--- config.mk ---
export PLATFORM = sky130hd
export DESIGN_NAME = pdlc_top
export DESIGN_NICKNAME = d
export VERILOG_FILES = /design/src/pkg/pdlc_pkg.sv /design/src/verilog/pdlc_fifo.sv /design/src/verilog/pdlc_top.sv
export SDC_FILE = /design/constraint.sdc
export NUM_CORES = 1
export LEC_CHECK = 0
export ABC_AREA = 1
export BUFFER_PORTS_ARGS = -buffer_cell sky130_fd_sc_hd__buf_2
export CORE_MARGIN = 2
export CORE_UTILIZATION = 32
export CTS_CLUSTER_DIAMETER = 30
export DETAILED_ROUTE_END_ITERATION = 10
export GPL_TIMING_DRIVEN = 0
export REMOVE_ABC_BUFFERS = 1
export SYNTH_ARGS = -nofsm -noshare
export SYNTH_HDL_FRONTEND = slang
export SYNTH_SLANG_ARGS = --single-unit
export TNS_END_PERCENT = 50
--- constraint.sdc ---
create_clock -name i_clk -period 3.24 [get_ports i_clk]
set_input_delay 0.162 -clock i_clk [delete_from_list [all_inputs] [get_ports i_clk]]
set_output_delay 0.162 -clock i_clk [all_outputs]
set_load 0.01 [all_outputs]
--- src/pkg/pdlc_pkg.sv ---
// Shared constants and types of the pattern diagnostic and loopback control block
package pdlc_pkg;

  // Register addresses on the serial host port
  localparam logic [5:0] ADDR_CHAN_CTRL = 6'h04;
  localparam logic [5:0] ADDR_SRC_STAT = 6'h05;
  localparam logic [5:0] ADDR_ATTEN = 6'h07;
  localparam logic [5:0] ADDR_IRQ_EN = 6'h20;
  localparam logic [5:0] ADDR_IRQ_ST = 6'h21;
  localparam logic [5:0] ADDR_CNT_HI = 6'h30;
  localparam logic [5:0] ADDR_CNT_LO = 6'h31;
  localparam logic [5:0] ADDR_HOLD = 6'h38;
  localparam logic [5:0] ADDR_DEV_ID = 6'h3e;
  localparam logic [5:0] ADDR_SIL_VER = 6'h3f;

  // Channel control fields
  localparam int BIT_E3 = 2;
  localparam int BIT_LOCAL = 3;
  localparam int BIT_REMOTE = 4;
  localparam int BIT_PAT_EN = 5;
  localparam int BIT_ERR_INS = 6;

  // Attenuator control fields
  localparam int BIT_ATT_A = 0;
  localparam int BIT_ATT_PATH = 1;
  localparam int BIT_ATT_B = 2;
  localparam int BIT_ATT_PTR = 3;
  localparam int ATT_W = 4;

  // Status fields
  localparam int BIT_IRQ = 0;
  localparam int BIT_LOSS = 0;
  localparam int BIT_LOSS_EVT = 1;

  // Reset values
  localparam logic [7:0] CTRL_RST = 8'h00;
  localparam logic [ATT_W-1:0] ATT_RST = 4'h0;

  // Serial frame: bit 0 read/write, bits 1..6 address, bit 7 spare, bits 8..15 data
  localparam logic [4:0] HDR_LAST = 5'h07;
  localparam logic [4:0] FRAME_LAST = 5'h0f;
  localparam logic [4:0] FRAME_END = 5'h10;

  // Sequence generator taps
  localparam int LFSR_W = 23;
  localparam int TAP_E3_A = 22;
  localparam int TAP_E3_B = 17;
  localparam int TAP_DS3_A = 14;
  localparam int TAP_DS3_B = 13;
  localparam logic [LFSR_W-1:0] LFSR_SEED = 23'h7fffff;

  // Detector lock thresholds
  localparam logic [5:0] LOCK_GOOD = 6'h20;
  localparam logic [5:0] UNLOCK_BAD = 6'h04;

  // Loopback selection, coded as {remote, local}
  typedef enum logic [1:0] {
    PDLC_LOOP_NORMAL = 2'b00,
    PDLC_LOOP_ANALOG = 2'b01,
    PDLC_LOOP_REMOTE = 2'b10,
    PDLC_LOOP_DIGITAL = 2'b11
  } pdlc_loop_t;

  // Serial port frame states
  typedef enum logic [2:0] {
    PDLC_SP_IDLE = 3'b001,
    PDLC_SP_HEAD = 3'b010,
    PDLC_SP_DATA = 3'b100
  } pdlc_sp_t;

endpackage : pdlc_pkg

--- src/verilog/pdlc_fifo.sv ---
// Small synchronous FIFO with valid/ready on both sides
`timescale 1ns/10ps
module pdlc_fifo #(
  parameter int W = 1,
  parameter int DEPTH = 8
) (
  input wire logic i_clk, // System clock
  input wire logic i_rst, // Synchronous reset
  input wire logic i_in_valid, // Write data valid
  output logic o_in_ready, // Space available
  input wire logic [W-1:0] i_in_data, // Write data
  output logic o_out_valid, // Read data valid
  input wire logic i_out_ready, // Reader takes a word
  output logic [W-1:0] o_out_data // Read data
);
  localparam int AW = $clog2(DEPTH);
  localparam logic [AW:0] FULL_CNT = (AW+1)'(DEPTH);
  localparam logic [AW-1:0] LAST_PTR = AW'(DEPTH - 1);

  logic [W-1:0] mem_r [DEPTH];
  logic [AW-1:0] wp_r;
  logic [AW-1:0] rp_r;
  logic [AW:0] cnt_r;
  logic push;
  logic pop;

  assign o_in_ready = cnt_r != FULL_CNT;
  assign o_out_valid = cnt_r != '0;
  assign o_out_data = mem_r[rp_r];
  assign push = i_in_valid & o_in_ready;
  assign pop = o_out_valid & i_out_ready;

  always_ff @(posedge i_clk) begin
    if (push) begin
      mem_r[wp_r] <= i_in_data;
    end
  end

  always_ff @(posedge i_clk) begin
    if (i_rst) begin
      wp_r <= '0;
      rp_r <= '0;
      cnt_r <= '0;
    end else begin
      if (push) begin
        wp_r <= (wp_r == LAST_PTR) ? '0 : wp_r + 1'b1;
      end
      if (pop) begin
        rp_r <= (rp_r == LAST_PTR) ? '0 : rp_r + 1'b1;
      end
      if (push && !pop) begin
        cnt_r <= cnt_r + 1'b1;
      end else if (pop && !push) begin
        cnt_r <= cnt_r - 1'b1;
      end
    end
  end

endmodule : pdlc_fifo

--- src/verilog/pdlc_top.sv ---
// Pattern generator/detector, error counter, loopback and attenuator control
`timescale 1ns/10ps
module pdlc_top #(
  parameter logic [7:0] DEVICE_ID = 8'h5a, // Arbitrary value
  parameter logic [6:0] VERSION_LOW = 7'h15, // Arbitrary value
  parameter int FIFO_DEPTH = 8
) (
  input wire logic i_clk, // 50 MHz system clock
  input wire logic i_rst, // Synchronous reset, active high
  input wire logic i_host_mode, // Strap: 1 host register control
  input wire logic i_remote_loop_select, // Remote loop select pin
  input wire logic i_local_loop_select, // Local loop select pin
  input wire logic i_sp_cs_n, // Serial port chip select, low active
  input wire logic i_sp_sclk, // Serial port clock
  input wire logic i_sp_sdi, // Serial port data in
  output logic o_sp_sdo, // Serial port data out
  output logic o_sp_sdo_oe, // Serial data out enable
  input wire logic i_tx_clk, // Transmit line clock
  input wire logic i_recovered_rx_clock, // Recovered receive clock
  input wire logic i_rx_line_data, // Recovered receive data
  output logic o_tx_data, // Transmit pattern bit
  output logic o_rx_positive_out, // Receive data out
  output logic o_rx_negative_violation_out, // Sync and error indication
  output logic o_irq_n, // Interrupt request, low active
  output pdlc_pkg::pdlc_loop_t o_loop_mode, // Active loopback mode
  output logic o_atten_bypass, // Attenuator disabled
  output logic o_atten_deep, // 32-bit buffer selected
  output logic o_atten_in_tx_path, // Attenuator in transmit path
  output logic o_atten_ptr_reset // Hold buffer pointers reset
);
  import pdlc_pkg::*;

  // Pin synchronisers
  logic [8:0] pin_raw;
  logic [8:0] pin_m_r;
  logic [8:0] pin_s_r;
  logic [2:0] clk_d_r;
  logic host_s;
  logic rsel_s;
  logic lsel_s;
  logic cs_n_s;
  logic sclk_s;
  logic sdi_s;
  logic txclk_s;
  logic recovered_rx_clock_s;
  logic rxd_s;

  assign pin_raw = {i_host_mode, i_remote_loop_select, i_local_loop_select, i_sp_cs_n,
                    i_sp_sclk, i_sp_sdi, i_tx_clk, i_recovered_rx_clock, i_rx_line_data};
  assign {host_s, rsel_s, lsel_s, cs_n_s, sclk_s, sdi_s, txclk_s, recovered_rx_clock_s, rxd_s} = pin_s_r;

  always_ff @(posedge i_clk) begin
    if (i_rst) begin
      pin_m_r <= 9'h020;
      pin_s_r <= 9'h020;
      clk_d_r <= 3'h0;
    end else begin
      pin_m_r <= pin_raw;
      pin_s_r <= pin_m_r;
      clk_d_r <= {sclk_s, txclk_s, recovered_rx_clock_s};
    end
  end

  logic sclk_rise;
  logic sclk_fall;
  logic tx_rise;
  logic tx_fall;
  logic rx_rise;
  logic rx_fall;

  assign sclk_rise = sclk_s & ~clk_d_r[2];
  assign sclk_fall = ~sclk_s & clk_d_r[2];
  assign tx_rise = txclk_s & ~clk_d_r[1];
  assign tx_fall = ~txclk_s & clk_d_r[1];
  assign rx_rise = recovered_rx_clock_s & ~clk_d_r[0];
  assign rx_fall = ~recovered_rx_clock_s & clk_d_r[0];

  // Serial host port frame
  pdlc_sp_t sp_st_r;
  logic [4:0] sp_cnt_r;
  logic sp_rw_r;
  logic [5:0] sp_addr_r;
  logic [7:0] sp_wdata_r;
  logic [7:0] sp_rdata_r;
  logic [7:0] wr_byte;
  logic [7:0] rd_byte;
  logic rd_stb;
  logic wr_stb;

  assign rd_stb = (sp_st_r == PDLC_SP_HEAD) & sclk_rise & (sp_cnt_r == HDR_LAST) & sp_rw_r;
  assign wr_stb = (sp_st_r == PDLC_SP_DATA) & sclk_rise & (sp_cnt_r == FRAME_LAST) & ~sp_rw_r;
  assign wr_byte = {sdi_s, sp_wdata_r[7:1]};

  always_ff @(posedge i_clk) begin
    if (i_rst || cs_n_s) begin
      sp_st_r <= PDLC_SP_IDLE;
      sp_cnt_r <= 5'h00;
      sp_rw_r <= 1'b0;
      sp_addr_r <= 6'h00;
      sp_wdata_r <= 8'h00;
    end else begin
      unique case (sp_st_r)
        PDLC_SP_IDLE: begin
          sp_st_r <= PDLC_SP_HEAD;
        end
        PDLC_SP_HEAD: begin
          if (sclk_rise) begin
            sp_cnt_r <= sp_cnt_r + 5'h01;
            if (sp_cnt_r == 5'h00) begin
              sp_rw_r <= sdi_s;
            end else if (sp_cnt_r != HDR_LAST) begin
              sp_addr_r <= {sdi_s, sp_addr_r[5:1]};
            end else begin
              sp_st_r <= PDLC_SP_DATA;
            end
          end
        end
        PDLC_SP_DATA: begin
          if (sclk_rise && sp_cnt_r != FRAME_END) begin
            sp_cnt_r <= sp_cnt_r + 5'h01;
            sp_wdata_r <= wr_byte;
          end
        end
      endcase
    end
  end

  // Read data shifts out LSB first on falling serial clock
  always_ff @(posedge i_clk) begin
    if (i_rst || cs_n_s) begin
      sp_rdata_r <= 8'h00;
      o_sp_sdo <= 1'b0;
      o_sp_sdo_oe <= 1'b0;
    end else if (rd_stb) begin
      sp_rdata_r <= rd_byte;
      o_sp_sdo_oe <= 1'b1;
    end else if (o_sp_sdo_oe && sclk_fall) begin
      o_sp_sdo <= sp_rdata_r[0];
      sp_rdata_r <= {1'b0, sp_rdata_r[7:1]};
    end
  end

  // Control registers
  logic [7:0] ctrl_r;
  logic [ATT_W-1:0] atten_r;
  logic irq_en_r;

  always_ff @(posedge i_clk) begin
    if (i_rst) begin
      ctrl_r <= CTRL_RST;
      atten_r <= ATT_RST;
      irq_en_r <= 1'b0;
    end else if (wr_stb) begin
      if (sp_addr_r == ADDR_CHAN_CTRL) begin
        ctrl_r <= wr_byte;
      end
      if (sp_addr_r == ADDR_ATTEN) begin
        atten_r <= wr_byte[ATT_W-1:0];
      end
      if (sp_addr_r == ADDR_IRQ_EN) begin
        irq_en_r <= wr_byte[BIT_IRQ];
      end
    end
  end

  logic pat_on;
  logic e3;
  logic rd_cnt;
  pdlc_loop_t loop_sel;
  logic int_loop;

  assign pat_on = host_s & ctrl_r[BIT_PAT_EN];
  assign e3 = ctrl_r[BIT_E3];
  assign rd_cnt = rd_stb & ((sp_addr_r == ADDR_CNT_HI) | (sp_addr_r == ADDR_CNT_LO));
  assign loop_sel = host_s ? pdlc_loop_t'({ctrl_r[BIT_REMOTE], ctrl_r[BIT_LOCAL]})
                           : pdlc_loop_t'({rsel_s, lsel_s});
  assign int_loop = (o_loop_mode == PDLC_LOOP_ANALOG) | (o_loop_mode == PDLC_LOOP_DIGITAL);

  // Loopback and attenuator outputs; attenuator stays in any loop path
  always_ff @(posedge i_clk) begin
    if (i_rst) begin
      o_loop_mode <= PDLC_LOOP_NORMAL;
      o_atten_bypass <= 1'b0;
      o_atten_deep <= 1'b0;
      o_atten_in_tx_path <= 1'b0;
      o_atten_ptr_reset <= 1'b0;
    end else begin
      o_loop_mode <= loop_sel;
      o_atten_bypass <= atten_r[BIT_ATT_A];
      o_atten_deep <= ~atten_r[BIT_ATT_A] & atten_r[BIT_ATT_B];
      o_atten_in_tx_path <= atten_r[BIT_ATT_PATH];
      o_atten_ptr_reset <= atten_r[BIT_ATT_PTR];
    end
  end

  // Generator feeds the FIFO; transmit clock drains it
  logic [LFSR_W-1:0] gen_r;
  logic gen_bit;
  logic ins_prev_r;
  logic ins_pend_r;
  logic fifo_in_ready;
  logic fifo_out_valid;
  logic fifo_out_data;
  logic push;
  logic tx_bit;

  assign gen_bit = e3 ? gen_r[TAP_E3_A] ^ gen_r[TAP_E3_B]
                      : gen_r[TAP_DS3_A] ^ gen_r[TAP_DS3_B];
  assign push = pat_on & fifo_in_ready;
  assign tx_bit = fifo_out_valid & fifo_out_data;

  pdlc_fifo #(
    .W(1),
    .DEPTH(FIFO_DEPTH)
  ) u_fifo (
    .i_clk(i_clk),
    .i_rst(i_rst),
    .i_in_valid(pat_on),
    .o_in_ready(fifo_in_ready),
    .i_in_data(gen_bit ^ ins_pend_r),
    .o_out_valid(fifo_out_valid),
    .i_out_ready(tx_rise),
    .o_out_data(fifo_out_data)
  );

  always_ff @(posedge i_clk) begin
    if (i_rst || !pat_on) begin
      gen_r <= LFSR_SEED;
    end else if (push) begin
      gen_r <= {gen_r[LFSR_W-2:0], gen_bit};
    end
  end

  // One error per rising edge of the insert bit
  always_ff @(posedge i_clk) begin
    if (i_rst) begin
      ins_prev_r <= 1'b0;
      ins_pend_r <= 1'b0;
    end else begin
      ins_prev_r <= ctrl_r[BIT_ERR_INS];
      if (pat_on && ctrl_r[BIT_ERR_INS] && !ins_prev_r) begin
        ins_pend_r <= 1'b1;
      end else if (push || !pat_on) begin
        ins_pend_r <= 1'b0;
      end
    end
  end

  // Digital loop keeps pattern off the line
  always_ff @(posedge i_clk) begin
    if (i_rst) begin
      o_tx_data <= 1'b0;
    end else if (tx_rise) begin
      o_tx_data <= pat_on & tx_bit & (o_loop_mode != PDLC_LOOP_DIGITAL);
    end
  end

  // Detector, self-synchronising on the received stream, or on the transmit pattern in analog and digital loop
  logic det_edge;
  logic det_fall;
  logic det_bit;
  logic [LFSR_W-1:0] det_r;
  logic det_err;
  logic det_pred;
  logic locked_r;
  logic [5:0] good_r;
  logic [5:0] bad_r;
  logic err_hit;

  assign det_edge = int_loop ? tx_rise : rx_rise;
  assign det_fall = int_loop ? tx_fall : rx_fall;
  assign det_bit = int_loop ? tx_bit : rxd_s;
  assign det_pred = e3 ? det_r[TAP_E3_A] ^ det_r[TAP_E3_B]
                       : det_r[TAP_DS3_A] ^ det_r[TAP_DS3_B];
  assign det_err = det_bit ^ det_pred;
  assign err_hit = pat_on & det_edge & det_err;

  always_ff @(posedge i_clk) begin
    if (i_rst || !pat_on) begin
      det_r <= '0;
      locked_r <= 1'b0;
      good_r <= 6'h00;
      bad_r <= 6'h00;
    end else if (det_edge) begin
      // Free-runs once locked, so one line error is counted once, not thrice
      det_r <= {det_r[LFSR_W-2:0], locked_r ? det_pred : det_bit};
      if (det_err) begin
        good_r <= 6'h00;
        bad_r <= bad_r + 6'h01;
        if (locked_r && bad_r + 6'h01 == UNLOCK_BAD) begin
          locked_r <= 1'b0;
        end
      end else begin
        bad_r <= 6'h00;
        if (!locked_r) begin
          good_r <= good_r + 6'h01;
          if (good_r + 6'h01 == LOCK_GOOD) begin
            locked_r <= 1'b1;
          end
        end
      end
    end
  end

  // Violation output: high out of sync, half-clock pulse per error in sync
  logic viol_r;

  always_ff @(posedge i_clk) begin
    if (i_rst || !pat_on) begin
      viol_r <= 1'b0;
    end else if (err_hit) begin
      viol_r <= 1'b1;
    end else if (det_fall) begin
      viol_r <= 1'b0;
    end
  end

  always_ff @(posedge i_clk) begin
    if (i_rst) begin
      o_rx_negative_violation_out <= 1'b0;
      o_rx_positive_out <= 1'b0;
    end else begin
      o_rx_negative_violation_out <= pat_on & (~locked_r | viol_r);
      if (det_edge) begin
        o_rx_positive_out <= det_bit;
      end
    end
  end

  // Loss status and pending service flag
  logic loss;
  logic loss_prev_r;
  logic loss_evt_r;

  assign loss = pat_on & ~locked_r;

  always_ff @(posedge i_clk) begin
    if (i_rst) begin
      loss_prev_r <= 1'b0;
      loss_evt_r <= 1'b0;
      o_irq_n <= 1'b1;
    end else begin
      loss_prev_r <= loss;
      if (loss && !loss_prev_r) begin
        loss_evt_r <= 1'b1;
      end else if (rd_stb && sp_addr_r == ADDR_SRC_STAT) begin
        loss_evt_r <= 1'b0;
      end
      o_irq_n <= ~(irq_en_r & loss_evt_r);
    end
  end

  // Error counter with clear-on-read and holding byte
  logic [15:0] cnt_r;
  logic [7:0] hold_r;

  always_ff @(posedge i_clk) begin
    if (i_rst) begin
      cnt_r <= 16'h0000;
    end else if (rd_cnt) begin
      cnt_r <= {15'h0000, err_hit};
    end else if (err_hit && cnt_r != 16'hffff) begin
      cnt_r <= cnt_r + 16'h0001;
    end
  end

  always_ff @(posedge i_clk) begin
    if (i_rst) begin
      hold_r <= 8'h00;
    end else if (rd_stb && sp_addr_r == ADDR_CNT_HI) begin
      hold_r <= cnt_r[7:0];
    end else if (rd_stb && sp_addr_r == ADDR_CNT_LO) begin
      hold_r <= cnt_r[15:8];
    end
  end

  // Read data mux
  always_comb begin
    rd_byte = 8'h00;
    unique case (sp_addr_r)
      ADDR_CHAN_CTRL: rd_byte = ctrl_r;
      ADDR_SRC_STAT: begin
        rd_byte[BIT_LOSS] = loss;
        rd_byte[BIT_LOSS_EVT] = loss_evt_r;
      end
      ADDR_ATTEN: rd_byte[ATT_W-1:0] = atten_r;
      ADDR_IRQ_EN: rd_byte[BIT_IRQ] = irq_en_r;
      ADDR_IRQ_ST: rd_byte[BIT_IRQ] = loss_evt_r;
      ADDR_CNT_HI: rd_byte = cnt_r[15:8];
      ADDR_CNT_LO: rd_byte = cnt_r[7:0];
      ADDR_HOLD: rd_byte = hold_r;
      ADDR_DEV_ID: rd_byte = DEVICE_ID;
      ADDR_SIL_VER: rd_byte = {1'b1, VERSION_LOW};
      default: rd_byte = 8'h00;
    endcase
  end

endmodule : pdlc_top

==> impl_results.md, run 1 <==
* Status: finished, final reports clean
* TritonCTS Buffers at 17
* Setup TNS at 0 ns
* Reg-to-Reg Start: u_fifo.cnt_r[0]
* Grt total ovfl at 0
* Seq pwr share at 0.520
* Crit Path Max Fanout at 10
* DRC errors left at 0
* Max-cap violations at 0
* Critical path origin: u_fifo.cnt_r[0]
* Synth Area in Compound Gates at 0.133
* GRT Util Overall at 0.139
* Clock transition at path regs at 0.07 ns
* Antenna violations before repair at 0
* Switching share of power at 0.231
* DR pass1 iterations at 5
* CTS tree: yes
* Simple-Gate Fraction of Synth Area at 0.262
* RePlAce Congestion at 0.899
* Psw at 1.02 mW
* Crit. End Element: register
* Part of the cycle the worst path needs at 0.857
* Leak pwr at 3.49 nW
* Synthesis Warnings at 0
* Maximum root-to-sink buffer count at 2
* Post-Syn Instances at ~1000
* Setup crit start kind: register
* Main combinational cell family by area after synthesis: simple AND/OR/NAND/NOR gates
* Critical Path RT at 3.56 ns
* Final Max Slew Viols at 0
* H-tree Lvls at 4
* Die Wd at 162 um
* Power share of the combinational group at 0.022
* FF+latch count, synth at 185
* Commonest non-fill, non-tap cells in the layout: dfxtp_1, nor2_1, nand2_1
* Syn_area_per_cell at 7.65 um2
* Largest net degree at the start of global routing at 44
* CTS sink count at 185
* Ratio of cells with drive above 1 in the final layout at 0.0922
* 1st-iter DRT viols at ~530
* WL/cell at roughly 13 um
* Via Count at roughly 6700
* Synth Area in XOR/XNOR at 0.0284
* Worst hold slack at 0.00892 ns
* Setup Skew at between 0.01 and 0.015 ns
* Area Growth Syn to Fin at 13.2%
* Fmax at 0.360 GHz
* Die Span Y at between 150 and 200 um
* Row cnt at between 50 and 60
* Power per cell area at 489 mW/mm2
* Worst min-delay path class: in2reg
* Total core area at approximately 0.024 mm2
* Yosys cell types at 46
* Vias in the first global route at 6132
* Register Area at 0.00378 mm2
* Routed Wire Length at about 18000 um
* Sequential element share of the synthesized area at 0.472
* Hpwl dp at 11900 um
* Crit path arrival time at 3.09 ns
* Final setup violation count at 0
* Internal at about 3.4 mW
* Clock share of power at 0.457
* IO buf count at 22
* RSZ-0062 raised after global routing: no
* Maximum vdd drop at 0.308 mV
* Multi-input combinational cell area at 0.00360 mm2
* Fillers at 2544
* Fin nets at 1087
* N_diodes at 0
* Crit path kind: reg2reg
* Later-pin clock latency in the skew report at ~0.44 ns
* Commonest non-fill, non-tap cell in the layout: dfxtp_1
* Final hold violations at 0
* I/O pin cnt at 23
* Min Clock Period, post-route at 2.78 ns
* Global-route wire length before repair at between 30000 and 40000 um
* Post-DR vias/cell at about 4.8
* Relative slew slack at 0.202
* Mux cell area share after synthesis at 0
* Worst hold start: i_recovered_rx_clock
* Slew @ Worst Pin at 1.19 ns
* # Post-CTS Setup Buffers at 0
* Post-Syn Area at 0.00801 mm2
* Starting Density at 0.328
* CTS root buf: clkbuf_16
* Adder-Cell Fraction of Synth Area at 0.0244
* Die ar. at 0.0263 mm2
* Remaining antenna violation count at 0
==> metal layers <==
| metal | wire [um] | global-route usage | part of all wire |
|---|---|---|---|
| met4 | 234 | 0.0418 | 0.013 |
| met5 | 0 | 0 | 0 |
| met3 | 554 | 0.0260 | 0.032 |
| met2 | 8110 | 0.228 | 0.46 |
| met1 | 8650 | 0.185 | 0.49 |
==> cells in the mapped netlist (all sizes together) <==
| cell type | number | area share |
|---|---|---|
| o21ai | 78 | 0.049 |
| xnor2 | 4 | 0.0044 |
| o22ai | 5 | 0.0039 |
| o221ai | 1 | 0.0011 |
| and3 | 2 | 0.0016 |
| a211oi | 5 | 0.0047 |
| nand3 | 73 | 0.050 |
| a22oi | 1 | 0.00094 |
| dfxtp | 177 | 0.44 |
| a31oi | 4 | 0.0031 |
| nor2 | 173 | 0.085 |
| nor4 | 5 | 0.0058 |
| edfxtp | 8 | 0.030 |
| nand2 | 161 | 0.078 |
| xor2 | 22 | 0.024 |
| nor3 | 13 | 0.0081 |
| o31ai | 3 | 0.0028 |
| clkbuf | 25 | 0.012 |
| o211ai | 2 | 0.0019 |
| inv | 124 | 0.058 |
| nand4 | 28 | 0.022 |
| fa | 1 | 0.0025 |
| a41oi | 1 | 0.0011 |
| ha | 14 | 0.022 |
| o32ai | 5 | 0.0055 |
| a21oi | 81 | 0.054 |
| o211a | 1 | 0.0012 |
| o311a | 1 | 0.0012 |
| nand3b | 9 | 0.0084 |
| o2111ai | 2 | 0.0022 |
| or2 | 4 | 0.0031 |
| o21bai | 1 | 0.00094 |
| buf | 13 | 0.010 |
==> power groups by stage <==
stage,Combinational [mW],Sequential (mW),Clock (mW)
CTS,0.101,2.31,2.07
floorplan,0.0573,2.36,0
global placement,0.0928,2.36,0
finish,0.0990,2.31,2.03
detailed placement,0.0937,2.36,0
global route,0.113,2.31,2.17
==> state kept, by name, summed over array words and instances, names as in the netlist, 2 cells and up, named ones only <==
name / count
pin_s_r: 9
bad_r: 6
clk_d_r: 3
o_loop_mode: 2
atten_r: 4
u_fifo.cnt_r: 4
hold_r: 8
sp_st_r: 3
cnt_r: 16
gen_r: 23
good_r: 6
u_fifo.mem_r: 8
u_fifo.rp_r: 3
sp_wdata_r: 7
pin_m_r: 9
det_r: 23
sp_addr_r: 6
sp_cnt_r: 5
u_fifo.wp_r: 3
sp_rdata_r: 8
ctrl_r: 8
==> final cells by class <==
cell class,count,share of cell area
clock inverters,14,0.0155
well taps,324,0.0447
repair buffers,33,0.0265
inverters,124,0.0513
flip-flops and latches,185,0.417
clock buffers,18,0.0473
multi-input cells,700,0.397
==> timing repair <==
item                                    4_1_cts  5_1_grt
endpoints found under the hold margin         8        0
hold buffers                                  8        0
resized for setup                             1        0
endpoints found under the setup margin       15        0
==> final timing paths <==
kind,endpoint,slack [ns],depth (start not counted)
setup / recovery,u_fifo.cnt_r[3],0.46,13
hold / removal,pin_m_r[1],0.009,3
setup reg to reg,u_fifo.cnt_r[3],0.46,13
hold reg to reg,pin_s_r[7],0.40,2
==> through the flow <==
stage	power, mW	setup WS, ns	utilization	instance area [um2]	std cells
detailed placement	2.45	-0.0972	0.344	8420	1358
finish	4.43	0.464	0.371	9070	1398
global placement	2.45	-1.33	0.341	8350	1355
CTS	4.48	0.455	0.371	9070	1398
floorplan	2.42	-0.197	-	7840	1009
global route	4.59	0.202	0.371	9070	1398
==> cell families (layout without fill, tap and decap cells) <==
logic type      count (synthesis)  in the layout
fa+ha+maj                      15             15
xor+xnor                       26             26
simple gates                  468            468
compound gates                191            191
buf+inv                       162            189
flops                         185            185
==> critical path, cell delays in order (launching register included) <==
cell and delay (ns):
dfxtp_1 0.38, nor4_2 0.46, buf_4 0.25, nor2_2 0.07, ha_1 0.24, inv_1 0.11
ha_1 0.28, and3_1 0.19, a211oi_1 0.26, nor2_1 0.07, nor2_1 0.09, nand2_1 0.07
o21ai_0 0.15, a21oi_1 0.05
Note: power is estimated with default switching activity, not from simulation.
==> inputs of run 2 (changes only) <==
CORE_MARGIN = 3   (was 2)
==> run 2 against run 1 <==
Against the previous run: non-clock buffer count is the same; first-iteration DRC count down 8.0%; count of clock-buffer cells in the layout is 3 higher; clock skew is 0.0066 ns lower.
==> impl_results.md, run 2 (same netlist as run 1, synthesis figures left out) <==
* Placed cell count at 1357 (was 1358)
* Worst min-delay path class: in2reg (unchanged)
* Die Wd at 164 um (was 162 um)
* Final Max Slew Viols at 0 (unchanged)
* Pre-CTS WS at -0.0614 ns (was -0.0972 ns)
* Worst r2r dst: u_fifo.cnt_r[3] (unchanged)
* Worst Reg-to-Reg Cells at 13 (unchanged)
* Remaining antenna violation count at 0 (unchanged)
* H-tree Lvls at 4 (unchanged)
* Hold Path Sink: pin_s_r[3] (was pin_m_r[1])
* Maximum vdd drop at 0.286 mV (was 0.308 mV)
* Fmax at 0.346 GHz (was 0.360 GHz)
* Critical Path RT at 3.56 ns (about the same)
* Part of the cycle the worst path needs at 0.891 (was 0.857)
* Dpl cell area at 0.00840 mm2 (was 0.00842 mm2)
* Crit. End Element: register (unchanged)
* N_diodes at 0 (unchanged)
* Commonest non-fill, non-tap cell in the layout: dfxtp_1 (unchanged)
* Min setup slack post-route at 0.354 ns (was 0.464 ns)
* Fin nets at 1087 (unchanged)
* GRT Util Overall at 0.136 (was 0.139)
* Hold Path Depth at 2 (was 3)
* DR pass1 iterations at 5 (unchanged)
* Leak pwr at 3.49 nW (about the same)
* Min Clock Period, post-route at 2.89 ns (was 2.78 ns)
* Status: finished, final reports clean (unchanged)
* Ratio of cells with drive above 1 in the final layout at 0.0904 (was 0.0922)
* Setup crit start kind: register (unchanged)
* Antenna violations before repair at 0 (unchanged)
* Final setup violation count at 0 (unchanged)
* Crit path arrival time at 3.20 ns (was 3.09 ns)
* Power per cell area at 487 mW/mm2 (was 489 mW/mm2)
* Total core area at 0.0245 mm2 (unchanged)
* Largest regs: det_r x23, gen_r x23, cnt_r x16 (unchanged)
* Maximum root-to-sink buffer count at 2 (unchanged)
* Starting Density at 0.328 (unchanged)
* TritonCTS Buffers at 17 (unchanged)
* Grt total ovfl at 0 (unchanged)
* RePlAce Congestion at 0.902 (was 0.899)
* Reg-to-Reg Start: u_fifo.cnt_r[0] (unchanged)
* Hpwl dp at 11700 um (was 11900 um)
* DRC errors left at 0 (unchanged)
* Fillers at 2552 (was 2544)
* Via Count at 6608 (was 6654)
* Multi-input combinational cell area at 0.00361 mm2 (was 0.00360 mm2)
* Non-filler cells, final at 1397 (was 1398)
* Area Growth Syn to Fin at 13.1% (was 13.2%)
* Slew @ Worst Pin at 1.19 ns (about the same)
* CTS root buf: clkbuf_16 (unchanged)
* Vias in the first global route at 6243 (was 6132)
* Later-pin clock latency in the skew report at 0.43 ns (was 0.44 ns)
* Die ar. at 0.0270 mm2 (was 0.0263 mm2)
* I/O pin cnt at 23 (unchanged)
* CTS tree: yes (unchanged)
* Final hold violations at 0 (unchanged)
* Worst hold start: i_rst (was i_recovered_rx_clock)
* Max-cap violations at 0 (unchanged)
* Crit Path Max Fanout at 25 (was 10)
* Relative slew slack at 0.201 (was 0.202)
* CTS sink count at 185 (unchanged)
* Die Span Y at 164 um (was 162 um)
* Post-DR vias/cell at 4.73 (was 4.76)
* Crit path kind: reg2reg (unchanged)
* IO buf count at 22 (unchanged)
* RSZ-0062 raised after global routing: no (unchanged)
* Register Area at 0.00378 mm2 (unchanged)
* Routed Wire Length at 17300 um (was 17500 um)
* Flop2flop setup slack at 0.35 ns (was 0.46 ns)
* Global-route wire length before repair at 30200 um (was 30000 um)
* Largest net degree at the start of global routing at 44 (unchanged)
* Setup Skew at 0.00717 ns (was 0.0138 ns)
* Clock transition at path regs at 0.07 ns (about the same)
* 1st-iter DRT viols at 485 (was 527)
* WL/cell at 12.4 um (was 12.6 um)
* # Post-CTS Setup Buffers at 0 (unchanged)
* Finished Cell Area at 0.00906 mm2 (was 0.00907 mm2)
* Row cnt at 57 (unchanged)
* Commonest non-fill, non-tap cells in the layout: dfxtp_1, nor2_1, nand2_1 (unchanged)
-- run 2: cell types whose count changed in the layout (fill, tap and decap cells not counted), sizes merged --
| cell | previous run | this run |
|---|---|---|
| buf | 25 | 24 |
| inv | 130 | 127 |
| clkinv | 5 | 4 |
| clkbuf | 18 | 21 |
| dlygate4sd3 | 8 | 9 |
-- run 2: repair_timing --
item	CTS	global route
resized for setup	1	1
hold endpoints to repair	9	0
hold buffers	9	0
pin swaps	0	0
endpoints found under the setup margin	15	1
-- run 2: layout make-up --
type | count | area share
Sequential cell | 185 | 0.418
Multi-Input combinational cell | 700 | 0.398
Clock buffer | 21 | 0.0519
Inverter | 124 | 0.0514
Tap cell | 324 | 0.0447
Timing Repair Buffer | 33 | 0.0260
Clock inverter | 10 | 0.0101
-- run 2: where the power goes --
group / switching (mW) / leakage [nW] / internal (mW)
Sequential: 0.00678 / 1.50 / 2.30
Combinational: 0.0682 / 1.71 / 0.0320
Clock: 0.882 / 0.276 / 1.12
Total: 0.957 / 3.49 / 3.45
-- run 2: metrics by stage --
stage | hold WS (ns) | total power [mW] | utilization | TNS [ns]
2_1_floorplan | 0.231 | 2.42 | - | -0.197
3_3_place_gp | 0.346 | 2.45 | 0.341 | -32.42
3_5_place_dp | 0.352 | 2.45 | 0.343 | -0.826
6_report | 0.256 | 4.41 | 0.370 | 0
5_1_grt | 0.291 | 4.57 | 0.370 | 0
4_1_cts | 0.262 | 4.46 | 0.370 | 0
-- run 2: worst max-delay path, stage by stage, from the launching register on --
cell and delay (ns):
dfxtp_1 0.45, nor4_2 0.12, buf_4 0.19, nor2_4 0.45, ha_1 0.28, inv_1 0.09, ha_1 0.32, and3_1 0.18
a211oi_1 0.23, nor2_1 0.08, nor2_1 0.11, nand2_1 0.08, o21ai_0 0.14, a21oi_1 0.05
-- run 2: metal layers --
| metal | vias to the layer above | part of all wire | global-route usage |
|---|---|---|---|
| li1 | 3475 | - | - |
| met1 | 3017 | 0.50 | 0.181 |
| met2 | 86 | 0.46 | 0.218 |
| met3 | 30 | 0.028 | 0.0282 |
| met4 | 0 | 0.018 | 0.0515 |
| met5 | - | 0 | 0 |
-- run 2: how the worst max path moves through the flow --
stage,start,to,slack [ns],cells after the start
3_5_place_dp,o_loop_mode[0],cnt_r[7],-0.06,7
4_1_cts,u_fifo.cnt_r[0],u_fifo.cnt_r[3],0.03,13
3_3_place_gp,pin_s_r[8],gen_r[15],-1.34,5
2_1_floorplan,u_fifo.cnt_r[0],u_fifo.cnt_r[3],-0.20,12
6_report,u_fifo.cnt_r[0],u_fifo.cnt_r[3],0.35,13
5_1_grt,pin_s_r[8],u_fifo.cnt_r[3],0.02,12
==> inputs of run 3 (changes only) <==
ABC_AREA = unset   (was 1)
==> run 3 against run 2 <==
Against the previous run: die area shrank 1.0%; sequential cell count is the same; utilization grew 0.61 points; critical path type unchanged; largest cell class is now multi-input gates.
==> impl_results.md, run 3 <==
* DR pass1 iterations at 5 (unchanged)
* Area Growth Syn to Fin at 13.5% (was 13.1%)
* Flop2flop setup slack at 0.29 ns (was 0.35 ns)
* Final core utilization at 0.377 (was 0.370)
* I/O pin cnt at 23 (unchanged)
* Hold Path Sink: pin_m_r[4] (was pin_s_r[3])
* H-tree Lvls at 4 (unchanged)
* Syn_area_per_cell at 8.77 um2 (was 7.65 um2)
* Leak pwr at 3.01 nW (was 3.49 nW)
* Total core area at 0.0239 mm2 (was 0.0245 mm2)
* Clock transition at path regs at 0.07 ns (about the same)
* Reg-to-Reg Start: u_fifo.cnt_r[0] (unchanged)
* Cell taking the most area after synthesis: dfxtp_1 (unchanged)
* Register Area at 0.00378 mm2 (unchanged)
* Worst-path cell chain: nor3_1 -> nand2_4 -> nand3_2 -> inv_1 -> ha_1 -> inv_1 -> ha_1 -> a21o_1 -> a21oi_1 -> xnor2_1 -> or3_1 -> a21oi_1 (was nor4_2 -> buf_4 -> nor2_4 -> ha_1 -> inv_1 -> ha_1 -> and3_1 -> a211oi_1 -> nor2_1 -> nor2_1 -> nand2_1 -> o21ai_0 -> a21oi_1)
* Later-pin clock latency in the skew report at 0.43 ns (about the same)
* Via Count at 6212 (was 6608)
* Worst r2r dst: u_fifo.cnt_r[3] (unchanged)
* Synth async-reset ratio at 0 (unchanged)
* Worst Path Buf+Inv at 2 (unchanged)
* Min Clock Period, post-route at 2.95 ns (was 2.89 ns)
* Met1 usage at 0.186 (was 0.181)
* WL/cell at 13.7 um (was 12.4 um)
* Global-route wire length before repair at 28500 um (was 30200 um)
* DRC errors left at 0 (unchanged)
* Synth top area share at 0.447 (was 0.442)
* Placed cell count at 1195 (was 1357)
* Crit. End Element: register (unchanged)
* Non-filler cells, final at 1239 (was 1397)
* Setup Skew at 0.00789 ns (was 0.00717 ns)
* Part of the cycle the worst path needs at 0.911 (was 0.891)
* 1st-iter DRT viols at 434 (was 485)
* Final Max Slew Viols at 0 (unchanged)
* Worst hold start: i_rst (unchanged)
* IO buf count at 22 (unchanged)
* Starting Density at 0.332 (was 0.328)
* Main synth FF type: dfxtp_1 (unchanged)
* Die Wd at 163 um (was 164 um)
* Die ar. at 0.0267 mm2 (was 0.0270 mm2)
* Relative slew slack at 0.200 (was 0.201)
* Fin nets at 933 (was 1087)
* Multi-input combinational cell area at 0.00392 mm2 (was 0.00361 mm2)
* EDFF count, synth at 8 (unchanged)
* Yosys cell types at 66 (was 46)
* Commonest cells in the netlist: dfxtp_1, nand2_1, nor2_1 (was dfxtp_1, nor2_1, nand2_1)
* Vias in the first global route at 5570 (was 6243)
* CP delay by family, top: simple AND/OR/NAND/NOR gates (unchanged)
* Hpwl dp at 11000 um (was 11700 um)
* FF+latch count, synth at 185 (unchanged)
* CP max stage cell: nor3_1 (was dfxtp_1)
* Routed Wire Length at 17000 um (was 17300 um)
* GRT Util Overall at 0.131 (was 0.136)
* Setup TNS at 0 ns (unchanged)
* Post-Syn Area at 0.00793 mm2 (was 0.00801 mm2)
* Max incr delay on CP at 0.41 ns (was 0.45 ns)
* Largest net degree at the start of global routing at 70 (was 44)
* Row cnt at 56 (was 57)
* Worst min-delay path class: in2reg (unchanged)
* CTS sink count at 185 (unchanged)
* TritonCTS Buffers at 17 (unchanged)
* Power per cell area at 494 mW/mm2 (was 487 mW/mm2)
* N_diodes at 0 (unchanged)
* CTS tree: yes (unchanged)
* Top cells by area, synth: dfxtp_1, nand2_1, mux2i_1 (was dfxtp_1, nor2_1, nand2_1)
* Final hold violations at 0 (unchanged)
* Setup crit start kind: register (unchanged)
* Met2 usage at 0.196 (was 0.218)
* CTS root buf: clkbuf_16 (unchanged)
* Die Span Y at 163 um (was 164 um)
* Ratio of cells with drive above 1 in the final layout at 0.0902 (was 0.0904)
* Met3 Resource Use GR at 0.0304 (was 0.0282)
* Commonest non-fill, non-tap cells in the layout: dfxtp_1, nand2_1, nor2_1 (was dfxtp_1, nor2_1, nand2_1)
* Post-DR vias/cell at 5.01 (was 4.73)
* Fmax at 0.339 GHz (was 0.346 GHz)
* Sequential element share of the synthesized area at 0.477 (was 0.472)
* Synthesis Warnings at 0 (unchanged)
* Final setup violation count at 0 (unchanged)
* Max-cap violations at 0 (unchanged)
* Status: finished, final reports clean (unchanged)
* Worst Reg-to-Reg Cells at 12 (was 13)
* Largest regs: det_r x23, gen_r x23, cnt_r x16 (unchanged)
* Crit Path Max Fanout at 23 (was 25)
* Antenna violations before repair at 0 (unchanged)
* Most used routing layer: met2 (unchanged)
* Critical Path RT at 3.59 ns (was 3.56 ns)
* Most numerous cell in the Yosys netlist: dfxtp_1 (unchanged)
* Grt total ovfl at 0 (unchanged)
* Slew @ Worst Pin at 1.19 ns (about the same)
* Worst hold slack at 0.259 ns (was 0.256 ns)
* Maximum root-to-sink buffer count at 2 (unchanged)
* Hold Path Depth at 2 (unchanged)
* RSZ-0062 raised after global routing: no (unchanged)
* Crit path kind: reg2reg (unchanged)
* Fillers at 2449 (was 2552)
* RePlAce Congestion at 0.839 (was 0.902)
* Commonest non-fill, non-tap cell in the layout: dfxtp_1 (unchanged)
* Maximum vdd drop at 0.293 mV (was 0.286 mV)
* Crit path arrival time at 3.30 ns (was 3.20 ns)
* Post-Syn Instances at 904 (was 1047)
* Remaining antenna violation count at 0 (unchanged)
==> run 3: cell types whose count changed after synthesis, moves of 10 or more <==
| cell | delta |
|---|---|
| nand3_1 | -26 |
| mux2i_1 | +45 |
| or4_1 | +10 |
| or3_1 | +10 |
| xor2_1 | -16 |
| nand4_1 | -22 |
| nor2_1 | -81 |
| o21ai_0 | -53 |
| inv_1 | -102 |
| nor2b_1 | +30 |
| clkbuf_1 | +13 |
| inv_2 | -11 |
==> run 3: worst max-delay path by stage <==
stage | from | endpoint | slack (ns) | cells after the start
floorplan | o_loop_mode[0] | cnt_r[0] | 0.32 | 6
global placement | o_loop_mode[0] | cnt_r[0] | -0.75 | 6
detailed placement | sp_cnt_r[0] | cnt_r[6] | -0.24 | 7
CTS | u_fifo.cnt_r[0] | u_fifo.cnt_r[3] | 0.05 | 12
global route | u_fifo.cnt_r[0] | u_fifo.cnt_r[3] | 0.04 | 12
finish | u_fifo.cnt_r[0] | u_fifo.cnt_r[3] | 0.29 | 12
==> run 3: cell families after synthesis <==
group	Yosys count	synth area share
xor+xnor	12	0.0133
compound gates	168	0.136
flops	185	0.477
fa+ha+maj	15	0.0246
buf+inv	63	0.0324
simple gates	414	0.257
mux	47	0.0596
==> run 3: through the flow <==
stage	total power [mW]	setup WS, ns	area, um2
global route	4.62	0.0433	9000
finish	4.44	0.289	9000
global placement	2.42	-0.755	8220
floorplan	2.39	0.322	7710
detailed placement	2.43	-0.242	8280
CTS	4.51	0.0494	8980
==> run 3: where the power goes <==
group | total, mW | switching, mW | internal, mW | leakage, nW
Combinational | 0.0766 | 0.0479 | 0.0287 | 1.23
Clock | 2.06 | 0.920 | 1.14 | 0.278
Sequential | 2.31 | 0.00822 | 2.30 | 1.50
Total | 4.44 | 0.976 | 3.47 | 3.01
==> run 3: routing by layer <==
metal,up-vias,share of wire
li1,3192,-
met5,-,0
met1,2897,0.51
met3,20,0.039
met4,0,0.014
met2,103,0.44
==> run 3: final cells by class <==
class	instances	share of cell area
well taps	319	0.0444
multi-input cells	656	0.436
flip-flops and latches	185	0.421
inverters	11	0.00459
repair buffers	36	0.0303
clock buffers	17	0.0473
clock inverters	15	0.0168
==> run 3: what timing repair did <==
| item | CTS | global route |
|---|---|---|
| resized for setup | 3 | 2 |
| endpoints found under the setup margin | 24 | 1 |
| hold buffers | 9 | 0 |
| cloned | 0 | 0 |
| buffers inserted | 2 | 0 |
| endpoints found under the hold margin | 9 | 0 |
| pin swaps | 1 | 0 |
